[src/verilog/codec_port_consts.svh]
// Register offsets, field positions, reset values and timing counts of the codec serial port
`ifndef CODEC_PORT_CONSTS_SVH
`define CODEC_PORT_CONSTS_SVH

`define OFS_CTRL 8'h00
`define OFS_TXD 8'h04
`define OFS_RXD 8'h08
`define OFS_STAT 8'h0C
`define OFS_CFG 8'h10

`define BIT_PORT_ENABLE 15
`define BIT_STOP_IN_IDLE 13
`define BIT_LOOPBACK 11
`define BIT_SCK_DIR 10
`define BIT_SCK_EDGE 9
`define BIT_FS_DIR 8
`define BIT_UNDERFLOW_MODE 7
`define BIT_OUT_IDLE_MODE 6
`define BIT_JUSTIFY 5

`define CTRL_WMASK 16'hAFE3
`define CTRL_RESET 16'h0000
`define CFG_RESET 16'h001F
`define CFG_WL_LSB 0
`define CFG_MASK_LSB 4

`define STAT_TX_FULL 0
`define STAT_RX_FULL 1
`define STAT_UNDERFLOW 2
`define STAT_OVERFLOW 3

`define SCK_HALF_DIV 4
`define DEFAULT_SLOTS 4

`endif

[src/verilog/codec_port_pkg.sv]
// Types shared by the codec serial port design files
package codec_port_pkg;
    typedef logic [15:0] word_t;
    typedef logic [7:0] addr_t;
    typedef logic [3:0] count_t;
endpackage

[src/verilog/codec_serial_port.sv]
// Codec serial port: control registers, bit clock, frame sync and serial shifting
//
// Behaviour
// - With stop-in-idle set the port freezes while the CPU is idle, otherwise it keeps running.
// - With loopback set the receiver reads the port's own serial output instead of the input pin.
// - With bit-clock direction set and the port enabled the bit-clock pin is an input from the codec.
// - With bit-clock direction clear and the port enabled the port drives the bit-clock pin.
// - Edge select set launches on falling and samples on rising edges, clear does the reverse.
// - With frame-sync direction set and the port enabled the frame-sync pin is an input.
// - With frame-sync direction clear and the port enabled the port generates and drives frame sync.
// - In disabled transmit slots the output floats when output-idle mode is set, else drives zero.
// - Words shift most significant bit first in both directions.
// - Received words shorter than sixteen bits are stored left justified with zero low bits.
//
// The plain strobed port and the register addresses are this design's own decisions.
`include "codec_port_consts.svh"

module codec_serial_port #(
    parameter int SLOTS = `DEFAULT_SLOTS,
    parameter int HALF_DIV = `SCK_HALF_DIV
) (
    input wire logic clk_sys,
    input wire logic rstn,
    input wire codec_port_pkg::addr_t addr,
    input wire codec_port_pkg::word_t wdata,
    input wire logic wr,
    input wire logic rd,
    output codec_port_pkg::word_t rdata,
    input wire logic cpu_idle,
    input wire logic sck_in,
    output logic sck_out,
    output logic sck_oe,
    input wire logic fs_in,
    output logic fs_out,
    output logic fs_oe,
    input wire logic sdi,
    output logic sdo_out,
    output logic sdo_oe
);
    localparam codec_port_pkg::count_t LAST_SLOT = 4'(SLOTS - 1);
    localparam logic [7:0] DIV_LAST = 8'(HALF_DIV - 1);

    initial
    begin
        if (SLOTS < 1 || SLOTS > 11)
            $error("codec_serial_port: SLOTS must be 1 to 11");
        if (HALF_DIV < 1 || HALF_DIV > 255)
            $error("codec_serial_port: HALF_DIV must be 1 to 255");
    end

    codec_port_pkg::word_t ctrl_q, cfg_q, tx_hold_q, tx_sh_q, rx_acc_q, rx_data_q, rdata_q;
    logic tx_full_q, rx_full_q, underflow_q, overflow_q;
    logic [7:0] div_q;
    logic sck_int_q, sck_prev_q, fs_out_q, sdo_out_q, sdo_oe_q, sck_oe_q, fs_oe_q;
    codec_port_pkg::count_t bit_q, slot_q;
    logic [2:0] sync_q;

    sync_two #(
        .WIDTH(3)
    ) u_sync (
        .clk_sys(clk_sys),
        .rstn(rstn),
        .d({sck_in, fs_in, sdi}),
        .q(sync_q)
    );

    // Address decode
    wire sel_ctrl = addr == `OFS_CTRL;
    wire sel_txd = addr == `OFS_TXD;
    wire sel_rxd = addr == `OFS_RXD;
    wire sel_stat = addr == `OFS_STAT;
    wire sel_cfg = addr == `OFS_CFG;

    wire port_enable = ctrl_q[`BIT_PORT_ENABLE];
    wire stop_in_idle = ctrl_q[`BIT_STOP_IN_IDLE];
    wire loopback_enable = ctrl_q[`BIT_LOOPBACK];
    wire bit_clock_direction = ctrl_q[`BIT_SCK_DIR];
    wire bit_clock_edge_select = ctrl_q[`BIT_SCK_EDGE];
    wire frame_sync_direction = ctrl_q[`BIT_FS_DIR];
    wire underflow_mode = ctrl_q[`BIT_UNDERFLOW_MODE];
    wire output_idle_mode = ctrl_q[`BIT_OUT_IDLE_MODE];
    wire justification_select = ctrl_q[`BIT_JUSTIFY];
    wire codec_port_pkg::count_t wl_last = cfg_q[`CFG_WL_LSB +: 4];

    wire run = port_enable & ~(stop_in_idle & cpu_idle);

    // Bit clock edges, internal divider or synchronised pin
    wire int_tick = run & ~bit_clock_direction & (div_q == DIV_LAST);
    wire ext_rise = run & bit_clock_direction & sync_q[2] & ~sck_prev_q;
    wire ext_fall = run & bit_clock_direction & ~sync_q[2] & sck_prev_q;
    wire sck_rise = ext_rise | (int_tick & ~sck_int_q);
    wire sck_fall = ext_fall | (int_tick & sck_int_q);
    wire launch = bit_clock_edge_select ? sck_fall : sck_rise;
    wire sample = bit_clock_edge_select ? sck_rise : sck_fall;

    wire fs_now = frame_sync_direction ? sync_q[1] : fs_out_q;
    wire fs_hit = sample & fs_now;

    // Position of the next launched bit
    wire last_bit = bit_q == wl_last;
    wire last_slot = slot_q == LAST_SLOT;
    wire codec_port_pkg::count_t nxt_bit = last_bit ? 4'h0 : bit_q + 4'h1;
    wire codec_port_pkg::count_t nxt_slot = last_bit ? (last_slot ? 4'h0 : slot_q + 4'h1) : slot_q;

    wire codec_port_pkg::count_t samp_bit = (fs_hit & justification_select) ? 4'h0 : bit_q;
    wire codec_port_pkg::count_t samp_slot = (fs_hit & justification_select) ? 4'h0 : slot_q;

    wire codec_port_pkg::word_t launch_mask = cfg_q >> (nxt_slot + 4'd4);
    wire codec_port_pkg::word_t samp_mask = cfg_q >> (samp_slot + 4'd4);
    wire launch_on = launch_mask[0];
    wire samp_on = samp_mask[0];

    wire tx_load = launch & launch_on & (nxt_bit == 4'h0);
    wire tx_under = tx_load & ~tx_full_q;
    wire codec_port_pkg::word_t tx_fill = (tx_full_q | underflow_mode) ? tx_hold_q : 16'h0000;
    wire codec_port_pkg::word_t tx_sh_d = tx_load ? tx_fill : {tx_sh_q[14:0], 1'b0};

    wire fs_gen = justification_select ? (nxt_bit == 4'h0 && nxt_slot == 4'h0)
                                       : (nxt_bit == wl_last && nxt_slot == LAST_SLOT);

    wire rx_bit = loopback_enable ? sdo_out_q : sync_q[0];
    wire codec_port_pkg::word_t rx_acc_d = ((samp_bit == 4'h0) ? 16'h0000 : rx_acc_q)
                                         | (rx_bit ? (16'h8000 >> samp_bit) : 16'h0000);
    wire rx_store = sample & samp_on & (samp_bit == wl_last);

    wire codec_port_pkg::word_t stat_w = {12'h000, overflow_q, underflow_q, rx_full_q, tx_full_q};
    wire codec_port_pkg::word_t rd_mux = sel_ctrl ? ctrl_q :
                                         sel_txd ? tx_hold_q :
                                         sel_rxd ? rx_data_q :
                                         sel_stat ? stat_w :
                                         sel_cfg ? cfg_q : 16'h0000;

    // Register file
    always_ff @(posedge clk_sys)
    begin
        if (!rstn)
        begin
            ctrl_q <= `CTRL_RESET;
            cfg_q <= `CFG_RESET;
            rdata_q <= 16'h0000;
        end
        else
        begin
            if (wr && sel_ctrl)
                ctrl_q <= wdata & `CTRL_WMASK;
            if (wr && sel_cfg)
                cfg_q <= wdata;
            rdata_q <= rd ? rd_mux : 16'h0000;
        end
    end

    // Transmit holding word, received word and flags, set wins over clear
    always_ff @(posedge clk_sys)
    begin
        if (!rstn)
        begin
            tx_hold_q <= 16'h0000;
            tx_full_q <= 1'b0;
            underflow_q <= 1'b0;
            overflow_q <= 1'b0;
            rx_full_q <= 1'b0;
            rx_data_q <= 16'h0000;
        end
        else
        begin
            if (wr && sel_txd)
                tx_hold_q <= wdata;
            tx_full_q <= (wr && sel_txd) | (tx_full_q & ~tx_load);
            underflow_q <= tx_under | (underflow_q & ~(wr && sel_stat && wdata[`STAT_UNDERFLOW]));
            overflow_q <= (rx_store & rx_full_q)
                        | (overflow_q & ~(wr && sel_stat && wdata[`STAT_OVERFLOW]));
            rx_full_q <= rx_store | (rx_full_q & ~(rd && sel_rxd));
            if (rx_store)
                rx_data_q <= rx_acc_d;
        end
    end

    // Bit clock divider and edge history
    always_ff @(posedge clk_sys)
    begin
        if (!rstn || !port_enable)
        begin
            div_q <= 8'h00;
            sck_int_q <= 1'b0;
        end
        else if (run && !bit_clock_direction)
        begin
            div_q <= int_tick ? 8'h00 : div_q + 8'h01;
            if (int_tick)
                sck_int_q <= ~sck_int_q;
        end
    end

    always_ff @(posedge clk_sys)
    begin
        if (!rstn)
            sck_prev_q <= 1'b0;
        else
            sck_prev_q <= sync_q[2];
    end

    // Frame position counters
    always_ff @(posedge clk_sys)
    begin
        if (!rstn || !port_enable)
        begin
            bit_q <= 4'h0;
            slot_q <= 4'h0;
        end
        else if (launch)
        begin
            bit_q <= nxt_bit;
            slot_q <= nxt_slot;
        end
        else if (fs_hit)
        begin
            bit_q <= justification_select ? 4'h0 : wl_last;
            slot_q <= justification_select ? 4'h0 : LAST_SLOT;
        end
    end

    // Serial shifting and pin drive
    always_ff @(posedge clk_sys)
    begin
        if (!rstn || !port_enable)
        begin
            tx_sh_q <= 16'h0000;
            rx_acc_q <= 16'h0000;
            sdo_out_q <= 1'b0;
            sdo_oe_q <= 1'b0;
            fs_out_q <= 1'b0;
        end
        else
        begin
            if (launch)
            begin
                tx_sh_q <= tx_sh_d;
                sdo_out_q <= launch_on & tx_sh_d[15];
                sdo_oe_q <= launch_on | ~output_idle_mode;
                fs_out_q <= ~frame_sync_direction & fs_gen;
            end
            if (sample && samp_on)
                rx_acc_q <= rx_acc_d;
        end
    end

    always_ff @(posedge clk_sys)
    begin
        if (!rstn)
        begin
            sck_oe_q <= 1'b0;
            fs_oe_q <= 1'b0;
        end
        else
        begin
            sck_oe_q <= port_enable & ~bit_clock_direction;
            fs_oe_q <= port_enable & ~frame_sync_direction;
        end
    end

    assign rdata = rdata_q;
    assign sck_out = sck_int_q;
    assign sck_oe = sck_oe_q;
    assign fs_out = fs_out_q;
    assign fs_oe = fs_oe_q;
    assign sdo_out = sdo_out_q;
    assign sdo_oe = sdo_oe_q;
endmodule

[src/verilog/sync_two.sv]
// Two flip-flop synchroniser for pin inputs
module sync_two #(
    parameter int WIDTH = 1
) (
    input wire logic clk_sys,
    input wire logic rstn,
    input wire logic [WIDTH-1:0] d,
    output logic [WIDTH-1:0] q
);
    logic [WIDTH-1:0] meta_q;

    initial
    begin
        if (WIDTH < 1)
            $error("sync_two: WIDTH must be at least 1");
    end

    always_ff @(posedge clk_sys)
    begin
        if (!rstn)
        begin
            meta_q <= '0;
            q <= '0;
        end
        else
        begin
            meta_q <= d;
            q <= meta_q;
        end
    end
endmodule

[config.mk]
export PLATFORM = sky130hd
export DESIGN_NAME = codec_serial_port
export DESIGN_NICKNAME = d
export VERILOG_FILES = /design/src/verilog/codec_port_pkg.sv /design/src/verilog/codec_serial_port.sv /design/src/verilog/sync_two.sv
export VERILOG_INCLUDE_DIRS = /design/src /design/src/verilog
export SDC_FILE = /design/constraint.sdc
export NUM_CORES = 1
export LEC_CHECK = 0
export ABC_AREA = 1
export CAP_MARGIN = 30
export CORE_MARGIN = 4
export CORE_UTILIZATION = 35
export CTS_CLUSTER_DIAMETER = 40
export DETAILED_ROUTE_END_ITERATION = 16
export DONT_BUFFER_PORTS = 1
export SYNTH_ARGS = -nofsm -noshare
export SYNTH_HDL_FRONTEND = slang
export SYNTH_SLANG_ARGS = --single-unit
[constraint.sdc]
create_clock -name clk_sys -period 3.4 [get_ports clk_sys]
set_clock_uncertainty 0.2 [all_clocks]
set_input_delay 0.17 -clock clk_sys [delete_from_list [all_inputs] [get_ports clk_sys]]
set_output_delay 0.17 -clock clk_sys [all_outputs]
set_load 0.01 [all_outputs]
# [Yosys cells after proc, flatten, opt, wreduce, memory -nomap -nowiden]
# Cells that the tools add are included.
[word_totals] regBits=139 input_bits=32 out_inout_bits=22 elab_cells=140
[op_classes] n_addsub=5 eq_ne=10 shift=3 n_mux=26 bitwise_logic=49 reduce_logical=23
[ops] op="16-bit two-way mux" count=9
[ops] op="4-bit two-way mux" count=10
[ops] op="16-bit by 4-bit right shift with 1-bit output" count=2
[ops] op="1-bit AND" count=27
[ops] op="8-bit by 4-bit equality test with 1-bit output, second input constant" count=2
[ops] op="16-bit OR" count=1
[ops] op="16-bit by 4-bit right shift with 16-bit output, first input constant" count=1
[ops] op="1-bit inverter" count=13
[ops] op="4-bit equality test" count=3
[ops] op="4-bit logical NOT" count=3
[ops] op="1-bit logical AND" count=11
[ops] op="4-bit by 1-bit adder with 4-bit output, second input constant" count=2
[ops] op="4-bit by 3-bit adder with 4-bit output, second input constant" count=2
[ops] op="8-bit by 1-bit adder with 8-bit output, second input constant" count=1
[ops] op="4-bit by 2-bit equality test with 1-bit output, second input constant" count=2
[ops] op="8-bit by 2-bit equality test with 1-bit output, second input constant" count=1
[ops] op="8-bit by 3-bit equality test with 1-bit output, second input constant" count=1
[ops] op="8-bit by 5-bit equality test with 1-bit output, second input constant" count=1
[ops] op="8-bit logical NOT" count=1
[ops] op="8-bit two-way mux" count=1
[ops] op="1-bit OR" count=8
[ops] op="1-bit two-way mux" count=5
[ops] op="2-bit AND reduction" count=2
[ops] op="1-bit logical NOT" count=3
[ops] op="other kinds (4)" count=4

# [Depth between registers and ports, before layout]
# Gate-level depths: netlist of run 1.
[logic_depth] ltp_word=17 mapped_depth=18 ltp_nobuf=17

# [By module]
# From an unflattened synthesis of run 1, not the netlist that was laid out.
[unflattened] hier_cells=971 area_unflattened_um2=6769.0
[by_module_without_submodules] mod="codec_serial_port" n_inst=1 cells_per_inst=953 area_per_inst_um2=6603.8 seq_area_each_um2=2662.6
[by_module_without_submodules] mod="sync_two" n_inst=1 cells_per_inst=18 area_per_inst_um2=165.2 seq_area_each_um2=120.1

# [Worst setup path after synthesis of run 1]
# OpenSTA, ideal clock, no wires.
[synth_path] kind="reg-to-reg" startpoint="register bit_q[0]" endpoint="register tx_sh_q[14]" t_arrival_ns=2.415 slack_ns=0.670 path_stages_with_launch=17 path_buffers=2 synth_period_minus_slack_ns=2.730 cell_sequence="dfxtp_1 -> inv_2 -> nand2_1 -> nand2_1 -> nor2_1 -> nand2_1 -> buf_4 -> nor2_1 -> mux2i_1 -> inv_1 -> ha_1 -> nand3b_1 -> nand2_2 -> nand3_4 -> buf_6 -> a21oi_1 -> nor2_1"
[synth_via] elab_chain_cells=7 word_cells_on_any_way=10
[synth_rtl] element="start, declared" line="codec_serial_port.sv:55" text="codec_port_pkg::count_t bit_q, slot_q;"
[synth_rtl] element="start signal, assigned" line="codec_serial_port.sv:212" text="bit_q <= nxt_bit;"
[synth_rtl] element="start signal, assigned" line="codec_serial_port.sv:217" text="bit_q <= justification_select ? 4'h0 : wl_last;"
[synth_rtl] element="4-bit equality test" line="codec_serial_port.sv:100" text="wire last_bit = bit_q == wl_last;"
[synth_rtl] element="4-bit two-way mux" line="codec_serial_port.sv:103" text="wire codec_port_pkg::count_t nxt_slot = last_bit ? (last_slot ? 4'h0 : slot_q + 4'h1) : slot_q;"
[synth_rtl] element="4-bit by 3-bit adder with 4-bit output" line="codec_serial_port.sv:108" text="wire codec_port_pkg::word_t launch_mask = cfg_q >> (nxt_slot + 4'd4);"
[synth_rtl] element="16-bit by 4-bit right shift with 1-bit output" line="codec_serial_port.sv:108"
[synth_rtl] element="1-bit AND" line="codec_serial_port.sv:113" text="wire tx_load = launch & launch_on & (nxt_bit == 4'h0);"
[synth_rtl] element="1-bit AND *" line="codec_serial_port.sv:113"
[synth_rtl] element="16-bit two-way mux *" line="codec_serial_port.sv:116" text="wire codec_port_pkg::word_t tx_sh_d = tx_load ? tx_fill : {tx_sh_q[14:0], 1'b0};"
[synth_rtl] element="end signal, assigned" line="codec_serial_port.sv:237" text="tx_sh_q <= tx_sh_d;"
[synth_rtl] element="end, declared" line="codec_serial_port.sv:51" text="codec_port_pkg::word_t ctrl_q, cfg_q, tx_hold_q, tx_sh_q, rx_acc_q, rx_data_q, rdata_q;"
# Mark *: on every way between the ends. The rest lies on a longest branch, timed or not.
# A chain may end at the register's enable or synchronous reset.

# [Worst setup path after layout of run 1]
[layout_path] startpoint="register div_q[0]" endpoint="register rx_data_q[7]"
[layout_via] elab_chain_cells=12 word_cells_on_any_way=21
[layout_rtl] element="start, declared" line="codec_serial_port.sv:53" text="logic [7:0] div_q;"
[layout_rtl] element="start signal, assigned" line="codec_serial_port.sv:188" text="div_q <= int_tick ? 8'h00 : div_q + 8'h01;"
[layout_rtl] element="8-bit by 2-bit equality test with 1-bit output *" line="codec_serial_port.sv:88" text="wire int_tick = run & ~bit_clock_direction & (div_q == DIV_LAST);"
[layout_rtl] element="1-bit AND *" line="codec_serial_port.sv:88"
[layout_rtl] element="1-bit AND (on tied branches)" line="codec_serial_port.sv:92, codec_serial_port.sv:91"
[layout_rtl] element="1-bit OR (on tied branches)" line="codec_serial_port.sv:92, codec_serial_port.sv:91"
[layout_rtl] element="1-bit two-way mux *" line="codec_serial_port.sv:94" text="wire sample = bit_clock_edge_select ? sck_rise : sck_fall;"
[layout_rtl] element="1-bit AND" line="codec_serial_port.sv:97" text="wire fs_hit = sample & fs_now;"
[layout_rtl] element="1-bit AND" line="codec_serial_port.sv:105, codec_serial_port.sv:106"
[layout_rtl] element="4-bit two-way mux" line="codec_serial_port.sv:106" text="wire codec_port_pkg::count_t samp_slot = (fs_hit & justification_select) ? 4'h0 : slot_q;"
[layout_rtl] element="4-bit by 3-bit adder with 4-bit output" line="codec_serial_port.sv:109" text="wire codec_port_pkg::word_t samp_mask = cfg_q >> (samp_slot + 4'd4);"
[layout_rtl] element="16-bit by 4-bit right shift with 1-bit output" line="codec_serial_port.sv:109"
[layout_rtl] element="1-bit AND (2 in a row)" line="codec_serial_port.sv:124" text="wire rx_store = sample & samp_on & (samp_bit == wl_last);"
[layout_rtl] element="end signal, assigned" line="codec_serial_port.sv:174" text="rx_data_q <= rx_acc_d;"
[layout_rtl] element="end, declared" line="codec_serial_port.sv:51"
# Marks and branches as above.

==> summary.txt, run 1 <==
Status
  • Run status: complete, no violations

Timing
  • Fin crit period: 3060 ps
  • Tightest Pin Transition: 1000 ps
  • Period utilisation layout: 90.1%
  • Hold WS: 61.5 ps
  • Unrepaired setup endpoints after global routing: false
  • Final Hold Viols: 0
  • Fin Setup TNS: 0 ps
  • Final setup violation count: 0
  • Rel. slew slack: 32.9%
  • Maximum clock rate: 326 MHz
  • Final Max Slew Viols: 0

Detailed routing
  • Detailed-route via count: 6453
  • Routed WL: 20300 um
  • DRC viols: 0
  • First-pass DRT Iterations: 5
  • Vias per cell: 5.09
  • Antenna Nets Post-Route: 0
  • WL/cell: 16.0 um
  • Starting DRT DRC Count: 602

Global route
  • Met1 usage: 26.2%
  • Met2 GRT Util: 27.8%
  • Most Crowded Layer GR: met2
  • GRT Total Usage: 18.5%
  • Initial antenna violation count: 1
  • Largest net degree at the start of global routing: 70
  • First-pass GRT wire length: 31800 um
  • GRT overflow: 0
  • GRT met3 Usage: 4.78%
  • Vias in the first global route: 5887

Synthesis
  • Top cells by count, synth: nand2_1, dfxtp_1, nor2_1
  • Post-synth top area cell: dfxtp_1
  • Sequential-to-total area share from yosys stat: 41.0%
  • Yosys warning count: 0
  • Area contributors post-synth: dfxtp_1, nand2_1, nor2_1, a21oi_1, inv_1
  • Post-synth top area share: 41.0%
  • Post-synth EDFFs: 0
  • Count leader, synth: nand2_1
  • Syn avg cell area: 6.95 um^2
  • Post-Syn Area: 6780 um^2
  • #FFs+latches synth: 139
  • Mapped Nets: 1012
  • Dominant synthesized flop cell: dfxtp_1
  • Distinct cells, synth: 51
  • Synthesized instance count: 976
  • Async SR Flop Fraction: 0%

Place
  • Placer congestion estimate: 0.885
  • DP Wirelength: 14600 um
  • Port Buffers: 0

Hold path
  • WHS Endpoint: rdata[1]
  • Hold crit path type: input port to register
  • Hold Path Origin: addr[2]
  • Hold path cells: 5

Worst setup path
  • RR Endpoint: rx_data_q[7]
  • Req. time, crit path: 3520 ps
  • Critical Path End Type: register
  • CP startpoint kind: register
  • Worst reg-to-reg path cell count: 17
  • Largest fanout on the critical path: 33
  • CP Class: register to register
  • Reg2Reg Setup Slack: 340 ps
  • FF-to-FF Start: div_q[0]
  • Crit path arrival time: 3180 ps

Die
  • Initial core utilization: 35.9%
  • Core Rows: 50
  • Die X: 147 um
  • Die Y-Extent: 147 um
  • Ports: 54
  • Die area: 21700 um^2
  • Core ar.: 18900 um^2

Clock tree
  • Post-CTS Resized: 0
  • Clock sink count: 139
  • Worst skew pair latency: 420 ps
  • CTS buffer count: 17
  • Clock Path Buffers: 2
  • CTS tree: built
  • Root buf cell: clkbuf_16
  • H-tree depth: 4
  • Reg clk slew, reported paths: 60 ps

Cells and area
  • Nets: 1035
  • Ant. Diodes: 0
  • Area grow syn2layout: 16.0%
  • Utilization after layout: 41.7%
  • Proportion of layout cells with a drive suffix above 1: 8.62%

Power and ir drop
  • Leak pwr: 3.11 nW
  • Power Density: 435 nW/um^2
  • Worst VDD drop: 322 uV

Flow run
  • Max Cap Violations: 0
==> report_power, final <==
group          switching, W  internal, W  leakage [nW]
registers        0.00000251      0.00163          1.12
logic             0.0000542    0.0000358          1.73
clock network      0.000692      0.00101         0.254
total              0.000749      0.00268          3.11
==> repair_timing <==
item                      in CTS  in global routing
setup buffers                  0                  0
hold endpoints to repair      84                  0
hold buffers                  28                  0
==> layer usage <==
layer	vias to the layer above	part of all wire, %
met4	0	2.1
met5	-	0
met1	2961	47
li1	3238	-
met2	218	44
met3	36	6.9
==> stage by stage <==
step / setup WS [ps] / cells / total power, W / area, um^2
after floorplan: 670 / 976 / 0.00171 / 6780
after global placement: 383 / 1212 / 0.00172 / 7050
after detailed placement: 389 / 1212 / 0.00172 / 7050
after CTS: 359 / 1269 / 0.00344 / 7870
after global routing: 34.2 / 1269 / 0.00353 / 7870
final: 337 / 1269 / 0.00342 / 7870
==> registers in the layout, summed over array words and instances, names as in the netlist, 3 cells and up <==
name	cells
u_sync.meta_q	3
ctrl_q	11
bit_q	4
rdata	16
cfg_q	16
rx_data_q	16
slot_q	4
tx_hold_q	16
div_q	8
rx_acc_q	16
u_sync.q	3
tx_sh_q	15
==> final cells by class <==
type / instances / area, um^2
Fill cell: 1990 / 11000
Multi-Input combinational cell: 670 / 3330
Sequential cell: 139 / 2780
Inverter: 123 / 462
Clock buffer: 21 / 450
Timing Repair Buffer: 48 / 448
Tap cell: 260 / 325
Clock inverter: 8 / 73.8
==> worst max-delay path: stages, from the launching register on <==
cell and delay, ps:
dfxtp_1 360, ha_1 180, nand2_1 70, nor2_2 140, nand3b_1 150, nand3_2 140
nand4_4 230, nand2_1 280, nand2_1 80, nand3_1 70, nand3_1 100, nand3_1 140
nand2_1 80, nor2_2 90, buf_4 330, nand3_1 170, nand2_1 90, nor2_1 40
==> layout by cell type (no fill, tap or decap), types with 8 or more instances in the layout <==
cell	count
nand2_1	186
nor2_1	139
dfxtp_1	139
inv_1	111
a21oi_1	99
o21ai_0	62
nand3_1	54
dlygate4sd3_1	27
buf_4	20
clkbuf_16	17
nand4_1	15
o21ai_1	12
xor2_1	11
inv_2	9
nor3_1	8
a221oi_1	8
==> worst max-delay path by stage <==
stage	from	end	slack [ps]	depth (start not counted)
final	div_q[0]	rx_data_q[7]	340	17
after global routing	div_q[0]	rx_data_q[7]	30	17
after CTS	div_q[0]	rx_data_q[7]	360	17
after detailed placement	div_q[0]	rx_data_q[0]	390	17
after global placement	div_q[0]	rx_data_q[7]	380	17
after floorplan	bit_q[0]	tx_sh_q[14]	670	16
==> cell families (layout without fill, tap and decap cells) <==
logic type	Yosys count	after routing	synth area share (%)
AOI/OAI and AO/OA	220	220	18.6
xor gates and xnor gates	11	11	1.42
adders and majority gates	4	4	0.738
DFF	139	139	41.0
buffers and inverters	167	200	9.91
and+or+nand+nor	434	434	28.2
muxes	1	1	0.148
No activity file was read; power rests on OpenSTA's default activity.
==> run 2, diff against run 1 <==
Settings changed: CORE_UTILIZATION 35 to 64, PLACE_DENSITY from default to 0.8, SLEW_MARGIN from default to 20.
==> summary.txt, run 2 (same netlist as run 1, synthesis figures left out) <==
Status
  • Run status: complete, no violations

Die
  • Core ar.: 10300 um^2 (-45%)
  • Initial core utilization: 65.7% (+30 points)
  • Die X: 111 um (-25%)
  • Core Rows: 37 (-26%)
  • Die area: 12300 um^2 (-43%)
  • Ports: 54 (unchanged)
  • Die Y-Extent: 111 um (-25%)

Global route
  • GRT overflow: 0 (unchanged)
  • Largest net degree at the start of global routing: 70 (unchanged)
  • Initial antenna violation count: 0 (-1)
  • First-pass GRT wire length: 32100 um (+0.87%)
  • Vias in the first global route: 6257 (+6.3%)
  • GRT Total Usage: 32.2% (+14 points)

Timing
  • Final setup violation count: 0 (unchanged)
  • Period utilisation layout: 91.8% (+1.8 points)
  • Fin Setup TNS: 0 ps (unchanged)
  • Final WS setup: 277 ps (-59.8 ps)
  • Final Max Slew Viols: 0 (unchanged)
  • Rel. slew slack: 54.0% (+21 points)
  • Final Hold Viols: 0 (unchanged)
  • Unrepaired setup endpoints after global routing: false
  • Tightest Pin Transition: 683 ps (-321 ps)
  • Fin crit period: 3120 ps (+59.8 ps)
  • Maximum clock rate: 320 MHz (-1.9%)

Detailed routing
  • DRC viols: 0 (unchanged)
  • Detailed-route via count: 6795 (+5.3%)
  • Routed WL: 19800 um (-2.6%)
  • WL/cell: 17.2 um (+7.5%)
  • First-pass DRT Iterations: 11 (+6)
  • Vias per cell: 5.91 (+16%)
  • Antenna Nets Post-Route: 0 (unchanged)
  • Starting DRT DRC Count: 844 (+40%)

Place
  • Dpl ws: 296 ps (-93.2 ps)
  • Placer congestion estimate: 0.946 (+6.9%)
  • Port Buffers: 0 (unchanged)
  • DP Wirelength: 13400 um (-8.3%)

Worst setup path
  • CP Class: register to register
  • Critical-path top delay cell: dfxtp_1
  • Critical Path End Type: register
  • Crit path buffers/inverters: 3 (+2)
  • Largest fanout on the critical path: 11 (-67%)
  • Critical Path Max Stage Delay: 450 ps (+90 ps)
  • Critical Path, Cell by Cell: inv_2 > nand2_1 > nand2_1 > nor2_1 > nand2_2 > nor2_1 > mux2i_2 > inv_1 > ha_1 > nand3b_1 > nand2_2 > buf_4 > nand4_1 > a21oi_1
  • Req. time, crit path: 3650 ps (+130 ps)
  • Crit path arrival time: 3370 ps (+190 ps)
  • CP startpoint kind: register
  • CP delay by family, top: simple AND/OR/NAND/NOR gates

Power and ir drop
  • Leak pwr: 3.16 nW (+1.6%)
  • Power Density: 458 nW/um^2 (+5.3%)
  • Worst VDD drop: 588 uV (+83%)

Clock tree
  • Clock sink count: 139 (unchanged)
  • Clock Path Buffers: 2 (unchanged)
  • Setup Fix Bufs, Post-CTS: 0 (unchanged)
  • CTS tree: built
  • CTS buffer count: 17 (unchanged)
  • Worst skew pair latency: 530 ps (+110 ps)
  • Root buf cell: clkbuf_8
  • Reg clk slew, reported paths: 60 ps (about the same)
  • H-tree depth: 4 (unchanged)

Flow run
  • Max Cap Violations: 0 (unchanged)

Cells and area
  • Ant. Diodes: 0 (unchanged)
  • Nets: 1038 (+0.29%)
  • Area grow syn2layout: 15.3%
  • Commonest cells after routing, fill and taps aside: nand2_1, nor2_1, dfxtp_1
  • Fillcell total: 774 (-61%)
  • Most common cell after layout, fill and taps aside: nand2_1
  • Proportion of layout cells with a drive suffix above 1: 9.17% (+0.55 points)

Hold path
  • Hold crit path type: input port to register
run 2: cell types whose count changed in the layout (fill, tap and decap cells not counted), moves of 2 or more:
cell / before / now
bufinv_16: 1 / 3
clkbuf_1: 3 / 1
dlygate4sd3_1: 27 / 30
clkbuf_8: 1 / 3
run 2: stage by stage:
step / cells / hold slack, ps / utilization (%) / instance area [um^2] / total power (W)
4_1_cts: 1148 / 6.68 / 75.4 / 7790 / 0.00357
6_report: 1150 / 29.5 / 75.7 / 7820 / 0.00358
3_3_place_gp: 1087 / 62.3 / 66.7 / 6890 / 0.00171
2_1_floorplan: 976 / 67.6 / - / 6780 / 0.00171
3_5_place_dp: 1087 / 65.7 / 66.7 / 6890 / 0.00171
5_1_grt: 1150 / 40.5 / 75.7 / 7820 / 0.00367
run 2: cell type report:
cell class	instances	area (um^2)	share of cell area (%)
clock buffer	20	445	5.70
clock inverter	11	145	1.86
inverter	123	462	5.91
multi-input combinational	670	3330	42.7
sequential	139	2780	35.6
tap	136	170	2.18
timing repair buffer	51	478	6.11
run 2: worst reg2reg max path: stages (launching register included):
cell      delay (ps)
dfxtp_1          450
inv_2            130
nand2_1           80
nand2_1           50
nor2_1           160
nand2_2          170
nor2_1           190
mux2i_2          320
inv_1            120
ha_1             310
nand3b_1         170
nand2_2          150
buf_4            190
nand4_1          120
a21oi_1          220
run 2: timing repair:
action / in CTS / in global routing
endpoints found under the setup margin: 0 / 12
hold endpoints to repair: 108 / 11
resized for setup: 0 / 2
hold buffers: 30 / 1
run 2: path summary, 6_finish.rpt:
check,startpoint,endpoint,slack [ps],cells past startpoint
worst max-delay path,cfg_q[0],tx_sh_q[13],280,14
worst min-delay path,addr[4],rdata[6],30,6
worst max register to register,cfg_q[0],tx_sh_q[13],280,14
worst min register to register,u_sync.meta_q[0],u_sync.q[0],210,2
run 2: layer usage:
layer,global-route usage [%],up-vias,routed length [um]
met3,7.59,78,1900
met5,0,-,0
met4,13.0,0,685
met1,41.6,3086,7960
li1,-,3250,-
met2,52.1,381,9260
run 2: where the power goes:
group	total [W]	switching [W]	internal, W
Clock	0.00185	0.000704	0.00115
Combinational	0.0000914	0.0000547	0.0000366
Sequential	0.00164	0.00000313	0.00163
